### config.mk
export PLATFORM = sky130hd
export DESIGN_NAME = adc_host_serial_port
export DESIGN_NICKNAME = d
export VERILOG_FILES = /design/src/hdl/adc_port_pkg.sv /design/src/hdl/adc_host_serial_port.sv
export SDC_FILE = /design/constraint.sdc
export NUM_CORES = 1
export LEC_CHECK = 0
export ABC_AREA = 0
export BUFFER_PORTS_ARGS = -buffer_cell sky130_fd_sc_hd__buf_2
export CAP_MARGIN = 20
export CORE_MARGIN = 5
export CORE_UTILIZATION = 45
export DETAILED_ROUTE_END_ITERATION = 8
export GPL_TIMING_DRIVEN = 0
export PLACE_DENSITY = 0.7
export SETUP_SLACK_MARGIN = 0.02
export SLEW_MARGIN = 20
export SYNTH_ARGS = -nofsm -noshare
export SYNTH_HDL_FRONTEND = slang
export SYNTH_SLANG_ARGS = --single-unit
### constraint.sdc
create_clock -name clk_in -period 7.9 [get_ports clk_in]
set_input_delay 1.58 -clock clk_in [delete_from_list [all_inputs] [get_ports clk_in]]
set_output_delay 1.58 -clock clk_in [all_outputs]
set_load 0.1 [all_outputs]
### src/hdl/adc_port_pkg.sv
// constants for the converter's host serial port
`default_nettype none
package adc_port_pkg;
  localparam int unsigned SYNC_STAGES      = 3;
  localparam int unsigned DATA_W           = 24;
  localparam int unsigned CMD_W            = 8;
  localparam logic [1:0]  OP_WRITE         = 2'h0;
  localparam logic [1:0]  OP_READ          = 2'h1;
  localparam logic [1:0]  OP_CONT_READ     = 2'h2;
  localparam logic [1:0]  OP_CONT_EXIT     = 2'h3;
  localparam int unsigned CMD_OP_POS       = 4;
  localparam int unsigned CMD_LEN_POS      = 0;
  localparam logic [4:0]  LEN_STATUS       = 5'h08;
  localparam logic [4:0]  LEN_WORD         = 5'h18;
  localparam int unsigned STATUS_READY_POS = 7;
  localparam logic [7:0]  STATUS_RESET     = 8'h00;
  localparam logic        READY_N_RESET    = 1'h1;
  localparam int unsigned SCLK_MAX_HZ      = 3000000;
  localparam int unsigned CLK_HZ           = 200000000;
  localparam int unsigned SCLK_MIN_HALF    = CLK_HZ / (2 * SCLK_MAX_HZ);
endpackage : adc_port_pkg
`default_nettype wire

### src/hdl/adc_host_serial_port.sv
// serial host port: command decode, shift in/out, ready flag and pin
// Functional notes
// - on a read the serial output carries the register most significant bit first.
// - a host clock idling high needs the polarity select strapped high.
// - a host clock idling low needs the polarity select strapped low.
// - the status word carries a ready bit set when a new result lands in the data register.
// - an active-low ready output mirrors the ready state for polling or interrupt use.
// - with chip select held active the port works on clock and one shared data line.
// - during a write the serial output is never driven.
// - after any write the port again expects a command byte.
`default_nettype none
module adc_host_serial_port #(
  parameter int unsigned DATA_W = adc_port_pkg::DATA_W,
  parameter int unsigned CMD_W  = adc_port_pkg::CMD_W
) (
  input  wire logic              clk_in,
  input  wire logic              resetn_in,
  input  wire logic              sclk_in,
  input  wire logic              cs_n_in,
  input  wire logic              din_in,
  input  wire logic              clock_polarity_select_in,
  input  wire logic [DATA_W-1:0] result_data_in,
  input  wire logic              result_valid_in,
  output logic                   result_ready_out,
  output logic                   dout_out,
  output logic                   dout_oe_out,
  output logic                   ready_n_out,
  output logic [DATA_W-1:0]      wr_data_out,
  output logic [CMD_W-1:0]       wr_cmd_out,
  output logic                   wr_valid_out,
  input  wire logic              wr_ready_in
);
  ////////////////////////////////////////////////////////////////////////
  logic       rst_q1;
  logic       rst_q2;
  always_ff @(posedge clk_in or negedge resetn_in) begin
    if (!resetn_in) begin
      rst_q1 <= 1'b0;
      rst_q2 <= 1'b0;
    end else begin
      rst_q1 <= 1'b1;
      rst_q2 <= rst_q1;
    end
  end
  wire logic rst_n = rst_q2;

  // three-stage pin sync; change counts when stages 2 and 3 agree
  logic [2:0] sclk_s_q;
  logic [2:0] cs_s_q;
  logic [2:0] din_s_q;
  logic [2:0] pol_s_q;
  logic       sclk_q;
  logic       cs_n_q;
  logic       din_q;
  logic       pol_q;
  always_ff @(posedge clk_in or negedge rst_n) begin
    if (!rst_n) begin
      sclk_s_q <= 3'h0;
      cs_s_q   <= 3'h7;
      din_s_q  <= 3'h7;
      pol_s_q  <= 3'h0;
      sclk_q   <= 1'b0;
      cs_n_q   <= 1'b1;
      din_q    <= 1'b1;
      pol_q    <= 1'b0;
    end else begin
      sclk_s_q <= {sclk_s_q[1:0], sclk_in};
      cs_s_q   <= {cs_s_q[1:0], cs_n_in};
      din_s_q  <= {din_s_q[1:0], din_in};
      pol_s_q  <= {pol_s_q[1:0], clock_polarity_select_in};
      if (sclk_s_q[1] == sclk_s_q[2]) sclk_q <= sclk_s_q[2];
      if (cs_s_q[1] == cs_s_q[2]) cs_n_q <= cs_s_q[2];
      if (din_s_q[1] == din_s_q[2]) din_q <= din_s_q[2];
      if (pol_s_q[1] == pol_s_q[2]) pol_q <= pol_s_q[2];
    end
  end

  // polarity strap folds the clock so both idle levels look alike
  logic       ck_prev_q;
  wire logic  ck_norm   = sclk_q ^ pol_q;
  wire logic  active    = !cs_n_q;
  wire logic  lead_edge = active && !ck_prev_q && ck_norm;
  wire logic  trail_edge = active && ck_prev_q && !ck_norm;
  always_ff @(posedge clk_in or negedge rst_n) begin
    if (!rst_n) ck_prev_q <= 1'b0;
    else ck_prev_q <= ck_norm;
  end

  ////////////////////////////////////////////////////////////////////////
  // result buffer: two entries so a busy host loses no result
  logic [DATA_W-1:0] buf_mem_q [2];
  logic              wr_ptr_q;
  logic              rd_ptr_q;
  logic [1:0]        buf_cnt_q;
  logic              buf_pop;
  wire logic         buf_empty = (buf_cnt_q == 2'h0);
  wire logic         buf_push  = result_valid_in && result_ready_out;
  assign result_ready_out = (buf_cnt_q != 2'h2);
  always_ff @(posedge clk_in or negedge rst_n) begin
    if (!rst_n) begin
      wr_ptr_q  <= 1'b0;
      rd_ptr_q  <= 1'b0;
      buf_cnt_q <= 2'h0;
    end else begin
      if (buf_push) wr_ptr_q <= !wr_ptr_q;
      if (buf_pop) rd_ptr_q <= !rd_ptr_q;
      buf_cnt_q <= buf_cnt_q + {1'b0, buf_push} - {1'b0, buf_pop};
    end
  end
  always_ff @(posedge clk_in) begin
    if (buf_push) buf_mem_q[wr_ptr_q] <= result_data_in;
  end

  ////////////////////////////////////////////////////////////////////////
  typedef enum logic [3:0] {
    ST_CMD   = 4'b0001,
    ST_WRITE = 4'b0010,
    ST_READ  = 4'b0100,
    ST_CONT  = 4'b1000
  } port_state_t;
  port_state_t       state_q;
  logic [4:0]        bit_cnt_q;
  logic [4:0]        len_q;
  logic [CMD_W-1:0]  cmd_q;
  logic [DATA_W-1:0] sh_in_q;
  logic [DATA_W-1:0] sh_out_q;
  logic              data_sel_q;
  logic              new_ready_q;
  wire logic [CMD_W-1:0] cmd_next = {cmd_q[CMD_W-2:0], din_q};
  wire logic [1:0] op_next  = cmd_next[adc_port_pkg::CMD_OP_POS +: 2];
  wire logic       sel_data = cmd_next[adc_port_pkg::CMD_LEN_POS];
  wire logic [7:0] status_word = 8'(new_ready_q) << adc_port_pkg::STATUS_READY_POS;
  wire logic [DATA_W-1:0] load_word = sel_data ? buf_mem_q[rd_ptr_q]
                                    : {status_word, {(DATA_W-8){1'b0}}};
  // only a read pops; an all-ones no-op command must not eat a waiting result
  assign buf_pop = lead_edge && (state_q == ST_CMD) && (bit_cnt_q == 5'(CMD_W-1))
                   && (op_next == adc_port_pkg::OP_READ || op_next == adc_port_pkg::OP_CONT_READ)
                   && sel_data && !buf_empty;

  always_ff @(posedge clk_in or negedge rst_n) begin
    if (!rst_n) begin
      state_q    <= ST_CMD;
      bit_cnt_q  <= 5'h00;
      len_q      <= adc_port_pkg::LEN_STATUS;
      cmd_q      <= '0;
      sh_in_q    <= '0;
      sh_out_q   <= '0;
      data_sel_q <= 1'b0;
    end else if (lead_edge) begin
      unique case (state_q)
        ST_CMD: begin
          cmd_q     <= cmd_next;
          bit_cnt_q <= bit_cnt_q + 5'h01;
          if (bit_cnt_q == 5'(CMD_W-1)) begin
            bit_cnt_q  <= 5'h00;
            data_sel_q <= sel_data;
            len_q      <= sel_data ? adc_port_pkg::LEN_WORD : adc_port_pkg::LEN_STATUS;
            sh_out_q   <= load_word;
            unique case (op_next)
              adc_port_pkg::OP_WRITE:     state_q <= ST_WRITE;
              adc_port_pkg::OP_READ:      state_q <= ST_READ;
              adc_port_pkg::OP_CONT_READ: state_q <= ST_CONT;
              adc_port_pkg::OP_CONT_EXIT: state_q <= ST_CMD;
            endcase
          end
        end
        ST_WRITE: begin
          sh_in_q   <= {sh_in_q[DATA_W-2:0], din_q};
          bit_cnt_q <= bit_cnt_q + 5'h01;
          if (bit_cnt_q == len_q - 5'h01) begin
            bit_cnt_q <= 5'h00;
            state_q   <= ST_CMD;
          end
        end
        ST_READ, ST_CONT: begin
          sh_out_q  <= {sh_out_q[DATA_W-2:0], 1'b0};
          bit_cnt_q <= bit_cnt_q + 5'h01;
          // continuous read watches din so the host can ask to leave it
          if (state_q == ST_CONT) cmd_q <= cmd_next;
          if (bit_cnt_q == len_q - 5'h01) begin
            bit_cnt_q <= 5'h00;
            // continuous read stays unless the host sent the exit pattern
            if (state_q == ST_READ) state_q <= ST_CMD;
            else if (cmd_next[adc_port_pkg::CMD_OP_POS +: 2] == adc_port_pkg::OP_CONT_EXIT) state_q <= ST_CMD;
            else sh_out_q <= buf_mem_q[rd_ptr_q];
          end
        end
        default: state_q <= ST_CMD;
      endcase
    end
  end

  // write handoff; a stalled consumer just keeps the word presented
  always_ff @(posedge clk_in or negedge rst_n) begin
    if (!rst_n) begin
      wr_valid_out <= 1'b0;
      wr_data_out  <= '0;
      wr_cmd_out   <= '0;
    end else if (lead_edge && state_q == ST_WRITE && bit_cnt_q == len_q - 5'h01) begin
      wr_valid_out <= 1'b1;
      wr_data_out  <= {sh_in_q[DATA_W-2:0], din_q};
      wr_cmd_out   <= cmd_q;
    end else if (wr_ready_in) begin
      wr_valid_out <= 1'b0;
    end
  end

  // ready: set on new result, cleared once the last buffered result is taken; set wins
  always_ff @(posedge clk_in or negedge rst_n) begin
    if (!rst_n) new_ready_q <= 1'b0;
    else if (buf_push) new_ready_q <= 1'b1;
    else if (buf_pop && buf_cnt_q == 2'h1) new_ready_q <= 1'b0;
  end

  // pin, output driver; sampled by the host just before the leading edge
  always_ff @(posedge clk_in or negedge rst_n) begin
    if (!rst_n) begin
      ready_n_out <= adc_port_pkg::READY_N_RESET;
      dout_out    <= 1'b0;
      dout_oe_out <= 1'b0;
    end else begin
      ready_n_out <= !new_ready_q;
      dout_out    <= sh_out_q[DATA_W-1];
      dout_oe_out <= active && (state_q == ST_READ || state_q == ST_CONT);
    end
  end

  ////////////////////////////////////////////////////////////////////////
  a_write_no_drive: assert property (@(posedge clk_in) disable iff (!rst_n)
    $past(state_q) == ST_WRITE |-> !dout_oe_out) else $error("output driven during write");
  a_idle_floats: assert property (@(posedge clk_in) disable iff (!rst_n)
    $past(cs_n_q) |-> !dout_oe_out) else $error("output driven while deselected");
  a_ready_pin_tracks: assert property (@(posedge clk_in) disable iff (!rst_n)
    buf_push |=> ##1 !ready_n_out) else $error("ready pin missed new result");
  a_ready_flag_set: assert property (@(posedge clk_in) disable iff (!rst_n)
    buf_push |=> new_ready_q) else $error("ready flag not set");
  a_write_returns_cmd: assert property (@(posedge clk_in) disable iff (!rst_n)
    (lead_edge && state_q == ST_WRITE && bit_cnt_q == len_q - 5'h01) |=> state_q == ST_CMD)
    else $error("no return to command after write");
  a_msb_first_out: assert property (@(posedge clk_in) disable iff (!rst_n)
    (lead_edge && state_q == ST_READ && bit_cnt_q != len_q - 5'h01) |=> sh_out_q[DATA_W-1] == $past(sh_out_q[DATA_W-2]))
    else $error("read shift order wrong");
  a_deselect_holds: assert property (@(posedge clk_in) disable iff (!rst_n)
    cs_n_q |=> $stable(state_q) && $stable(bit_cnt_q)) else $error("state moved while deselected");
  a_write_word_msb: assert property (@(posedge clk_in) disable iff (!rst_n)
    (lead_edge && state_q == ST_WRITE && bit_cnt_q == len_q - 5'h01) |=> wr_valid_out && wr_data_out[0] == $past(din_q))
    else $error("write word assembled wrong");
  c_write_done: cover property (@(posedge clk_in) wr_valid_out && wr_ready_in);
  c_read_word: cover property (@(posedge clk_in) state_q == ST_READ && data_sel_q);
  c_buf_full: cover property (@(posedge clk_in) !result_ready_out);
  c_cont_read: cover property (@(posedge clk_in) state_q == ST_CONT);
endmodule : adc_host_serial_port
`default_nettype wire

# [Word level (Yosys, flattened, before mapping)]
# Memory sizes are Yosys's and may differ from the RTL's.
# Index checks and enable logic that the tools add are counted.
[totals] input_bits=32 reg_bits=129 mem_count=1 wordCells=112 mem_bits_rw=48
[op_classes] n_reduce_logical=34 n_addsub=4 n_bitwise=1 muxes=25 n_eq_ne=20
[mem_list] name="buf_mem_q" words=2 word_bits=24 read_ports=1 rd_clocked_by_memory_dff=0 wr=1 line_no="adc_host_serial_port.sv:91" rtl="logic [DATA_W-1:0] buf_mem_q [2];"
[ops] op="2-to-1 mux 24 bit" n=5
[ops] op="one-hot mux 24 bit (2 select lines)" n=1
[ops] op="2-to-1 mux 4 bit" n=5
[ops] op="one-hot mux 4 bit (4 select lines)" n=1
[ops] op="one-hot mux 8 bit (2 select lines)" n=1
[ops] op="2-to-1 mux 5 bit" n=3
[ops] op="logical AND 1 bit" n=12
[ops] op="one-hot mux 4 bit (3 select lines)" n=1
[ops] op="one-hot mux 5 bit (2 select lines)" n=1
[ops] op="AND reduction 3 bit" n=3
[ops] op="2-to-1 mux 8 bit" n=1
[ops] op="nonzero test 2 bit" n=4
[ops] op="zero test 1 bit" n=6
[ops] op="2-to-1 mux 1 bit" n=6
[ops] op="inequality test 2 bit (second input constant)" n=3
[ops] op="adder 5 x 1 -> 5 bit (second input constant)" n=1
[ops] op="equality test 5 x 3 -> 1 bit (second input constant)" n=1
[ops] op="equality test 5 bit" n=1
[ops] op="AND reduction 5 bit" n=1
[ops] op="subtractor 5 x 1 -> 5 bit (second input constant)" n=1
[ops] op="equality test 1 bit" n=4
[ops] op="equality test 2 x 1 -> 1 bit (second input constant)" n=2
[ops] op="equality test 2 bit (second input constant)" n=2
[ops] op="equality test 4 x 1 -> 1 bit (second input constant)" n=1
[ops] op="13 further kinds" n=17

# [Longest topological paths before layout]
[logic_depth] word_depth=11 ltp_mapped=9 mapped_depth_nobuf=9

# [Worst setup path before layout]
# No wires, ideal clock.
[synth_timing] path_kind="input port to flip-flop" startpoint="input result_valid_in" endpoint="memory buf_mem_q[0][0] (enable)" cell_stages=2 setup_ns=0.405 path_slack_ns=4.753 arrival_ns=2.742 path_cell_list="nand2_1 nor2_1"
[synth_between] elab_chain_cells=3
[synth_lines] item="start: declaration" line_no="adc_host_serial_port.sv:23" rtl="input wire logic result_valid_in,"
[synth_lines] item="logical AND 1 bit" line_no="adc_host_serial_port.sv:97" rtl="wire logic buf_push = result_valid_in && result_ready_out;"
[synth_lines] item="2-to-1 mux 1 bit" line_no="adc_host_serial_port.sv:111" rtl="if (buf_push) buf_mem_q[wr_ptr_q] <= result_data_in;"
[synth_lines] item="2-to-1 mux 1 bit (not written as such)" line_no="adc_host_serial_port.sv:111"
[synth_lines] item="end: declaration" line_no="adc_host_serial_port.sv:91"
# Every way passes these cells.

# [Worst setup path after layout]
[layout_timing] startpoint="register buf_cnt_q[1]" endpoint="output result_ready_out"
[layout_between] elab_chain_cells=1
[layout_lines] item="start: declaration" line_no="adc_host_serial_port.sv:94" rtl="logic [1:0] buf_cnt_q;"
[layout_lines] item="start signal: assignment" line_no="adc_host_serial_port.sv:107" rtl="buf_cnt_q <= buf_cnt_q + {1'b0, buf_push} - {1'b0, buf_pop};"
[layout_lines] item="inequality test 2 bit" line_no="adc_host_serial_port.sv:98" rtl="assign result_ready_out = (buf_cnt_q != 2'h2);"
[layout_lines] item="end: declaration" line_no="adc_host_serial_port.sv:24" rtl="output logic result_ready_out,"
# Every way passes these cells.

==> out/results.ini <==
[route]
postRouteAntennaNets=0
vias_per_cell=5.35
drtPass1Iterations=5
dr.first_iter.drc_count=280
wl_per_cell_um=16.1
drc=0
route.vias.total=4026
wirelength_mm=12.1

[global_route]
use_met1_pct=18.2
use_met3_pct=3.83
grt_busiest_layer=met2
grt_util_met2_pct=23.7
grt_use_total_pct=14.5
antenna_found_initial=0
grt_overflow_total=0
grt_pass1_wl_mm=20.8
grt_max_degree=58
grt_pass1_vias=4282

[yosys]
postSynthAreaPerCell_um2=15.0
synth.distinct_cells=56
postSynthCellCount=463
syn-num-nets=502
synthTopCellsByArea=dfrtp_1 (41%), edfxtp_1 (21%), mux2_2 (5.8%), mux2_1 (4.7%), mux2i_1 (4.0%)
synth-seq-cells=173
synth-edff-count=48
synth_top_area_share_pct=41.3
yosysSeqAreaShare_pct=65.8
synth.largest_area_cell=dfrtp_1
async_flop_share_pct=72.3
synth.cells.most_frequent=dfrtp_1 (115), edfxtp_1 (48), mux2_2 (36), mux2_1 (29)
ys.flop_type=dfrtp_1
synth_most_common_cell=dfrtp_1
syn_area_um2=6970
yosys_warnings=0

[clock_network]
numCtsBuffers=17
cts_resized=0
cts_root_buf=clkbuf_16
htreeDepth=4
clockBufferDepth=2
clk_latency_ps=420
clkTransAtPathRegs_ps=60
cts_tree=yes
clock-sinks=173
post-cts-setup-buffers=0
holdBufCountCts=0

[pwr]
p_per_area_nw_per_um2=292
p_seq_share_pct=48.0
p_comb_share_pct=15.6
swShare_pct=26.6
ir_worst_vdd_mv=0.170
internal-power_mw=1.77
power.leakage_nw=3.66
p_switching_mw=0.640
clkPwrFrac_pct=36.4

[setup_path]
slowest_delay_ps=450
r2r_slack_ps=5490
path_delay_family=buffers and inverters
cp.arrival_ps=1430
reg2reg_to=buf_cnt_q[1]
crit_chain=nand2_1 > buf_2
path_class=register to primary output
critPathMaxFanout=4
start_kind=register
required_ps=6320
end_kind=primary output
rr_worst_depth=9
critPathBufInv=1
crit-reg2reg-launch=state_q[0]
cp_slowest_cell=buf_2

[place]
dp_hpwl_mm=8.33
routabilityCongestion=0.826
io_buffers=68
placed_cells=721
placed_area_um2=7600

[floorplanning]
core.rowCount=45
die_area_um2=18100
initial_core_util_pct=45.8
die_x_um=134
io_pins=69
die_h_um=134
core_um2=15200

[finish]
drive_gt1_share_pct=31.0
n_fill_cell=1289
seqCellArea_um2=4590
area_delta_synth_final_pct=18.2
diodes=0
multi_input_area_um2=2210
stdcell_area_um2=8230
fin_cells=753
fin_nets=591

[timing]
hold_violations=0
grt_setup_unrepaired=no
clock.fmax_ghz=0.332
setup_viol_count_final=0
maxSlewHeadroom_pct=50.8
worstMarginPinSlew_ps=738
period_minus_slack_ps=3010
timing.hold.ws_ps=277
finalClockSkew_ps=6.34
post-route-period-util_pct=38.1
tns_ps=0
slew_violations=0

[hold_path]
hp-class=register to asynchronous set/reset pin

[outcome]
outcome=completed

[job]
drv_cap=0

==> worst reg2reg max path, stage by stage (launching register included) <==
cell and delay (ps):
dfstp_2 510, buf_2 200, nor4b_2 540, nand4_1 160
nor2_1 210, ha_1 260, inv_1 60, ha_1 140
xnor2_1 130, xnor2_1 130
==> stage by stage <==
| stage | worst slack (ps) | utilization (%) | total power, mW |
|---|---|---|---|
| 2_1_floorplan | 4180 | - | 1.44 |
| 4_1_cts | 4860 | 54.2 | 2.43 |
| 6_report | 4890 | 54.2 | 2.41 |
| 3_5_place_dp | 4860 | 50.0 | 1.55 |
| 3_3_place_gp | 2890 | 49.6 | 1.52 |
| 5_1_grt | 4810 | 54.2 | 2.53 |
==> worst max-delay path by stage <==
stage                               start                to  slack, ps  cells after the start
after floorplan                     rst_n      bit_cnt_q[0]       4180                      0
after global placement              rst_n    wr_data_out[8]       2890                      0
after detailed placement  result_valid_in   buf_mem_q[1][8]       4860                      2
after CTS                    buf_cnt_q[1]  result_ready_out       4860                      2
after global routing         buf_cnt_q[0]  result_ready_out       4810                      3
final                        buf_cnt_q[1]  result_ready_out       4890                      2
==> per-layer routing <==
| metal | routed length, um | share of wire [%] | up-vias |
|---|---|---|---|
| met5 | 0 | 0 | - |
| met4 | 223 | 1.8 | 0 |
| met3 | 601 | 5.0 | 19 |
| met2 | 6010 | 50 | 95 |
| met1 | 5280 | 44 | 2000 |
| li1 | - | - | 1912 |
==> state kept, by name, summed over array words and instances (netlist names), 2 cells and up <==
register,flops
wr_data_out,24
cmd_q,8
sh_out_q,24
din_s_q,3
cs_s_q,3
state_q,4
wr_cmd_out,8
buf_mem_q,48
buf_cnt_q,2
pol_s_q,3
bit_cnt_q,5
sh_in_q,23
sclk_s_q,3
==> kinds of logic after synthesis <==
kind of cell,Yosys count,synth area share [%]
fa+ha+maj,11,1.83
simple gates,67,6.20
xor+xnor,9,1.24
mux,93,14.5
compound gates,71,7.74
buf+inv,38,2.62
flops,173,65.8
other cells,1,0.0538
==> placed cells by master (no fill, tap or decap), types with 17 or more instances in the layout <==
| cell | instances |
|---|---|
| dfrtp_1 | 114 |
| or3_1 | 22 |
| a32o_1 | 22 |
| o21ai_0 | 28 |
| edfxtp_1 | 48 |
| buf_2 | 75 |
| mux2i_1 | 28 |
| mux2_1 | 29 |
| clkbuf_16 | 17 |
| mux2_2 | 36 |
==> power groups by stage <==
stage	logic, mW	registers [mW]	clock network [mW]
5_1_grt	0.418	1.17	0.943
2_1_floorplan	0.266	1.17	0
3_3_place_gp	0.350	1.17	0
3_5_place_dp	0.379	1.17	0
4_1_cts	0.381	1.16	0.897
6_report	0.376	1.15	0.876
==> layout make-up <==
type / count / area share [%]
inverters: 11 / 0.501
flip-flops and latches: 173 / 55.7
clock buffers: 20 / 5.42
clock inverters: 12 / 2.26
multi-input cells: 252 / 26.8
repair buffers: 70 / 4.71
well taps: 188 / 2.86
plain buffers: 27 / 1.72
(Power assumes the default switching activity.)
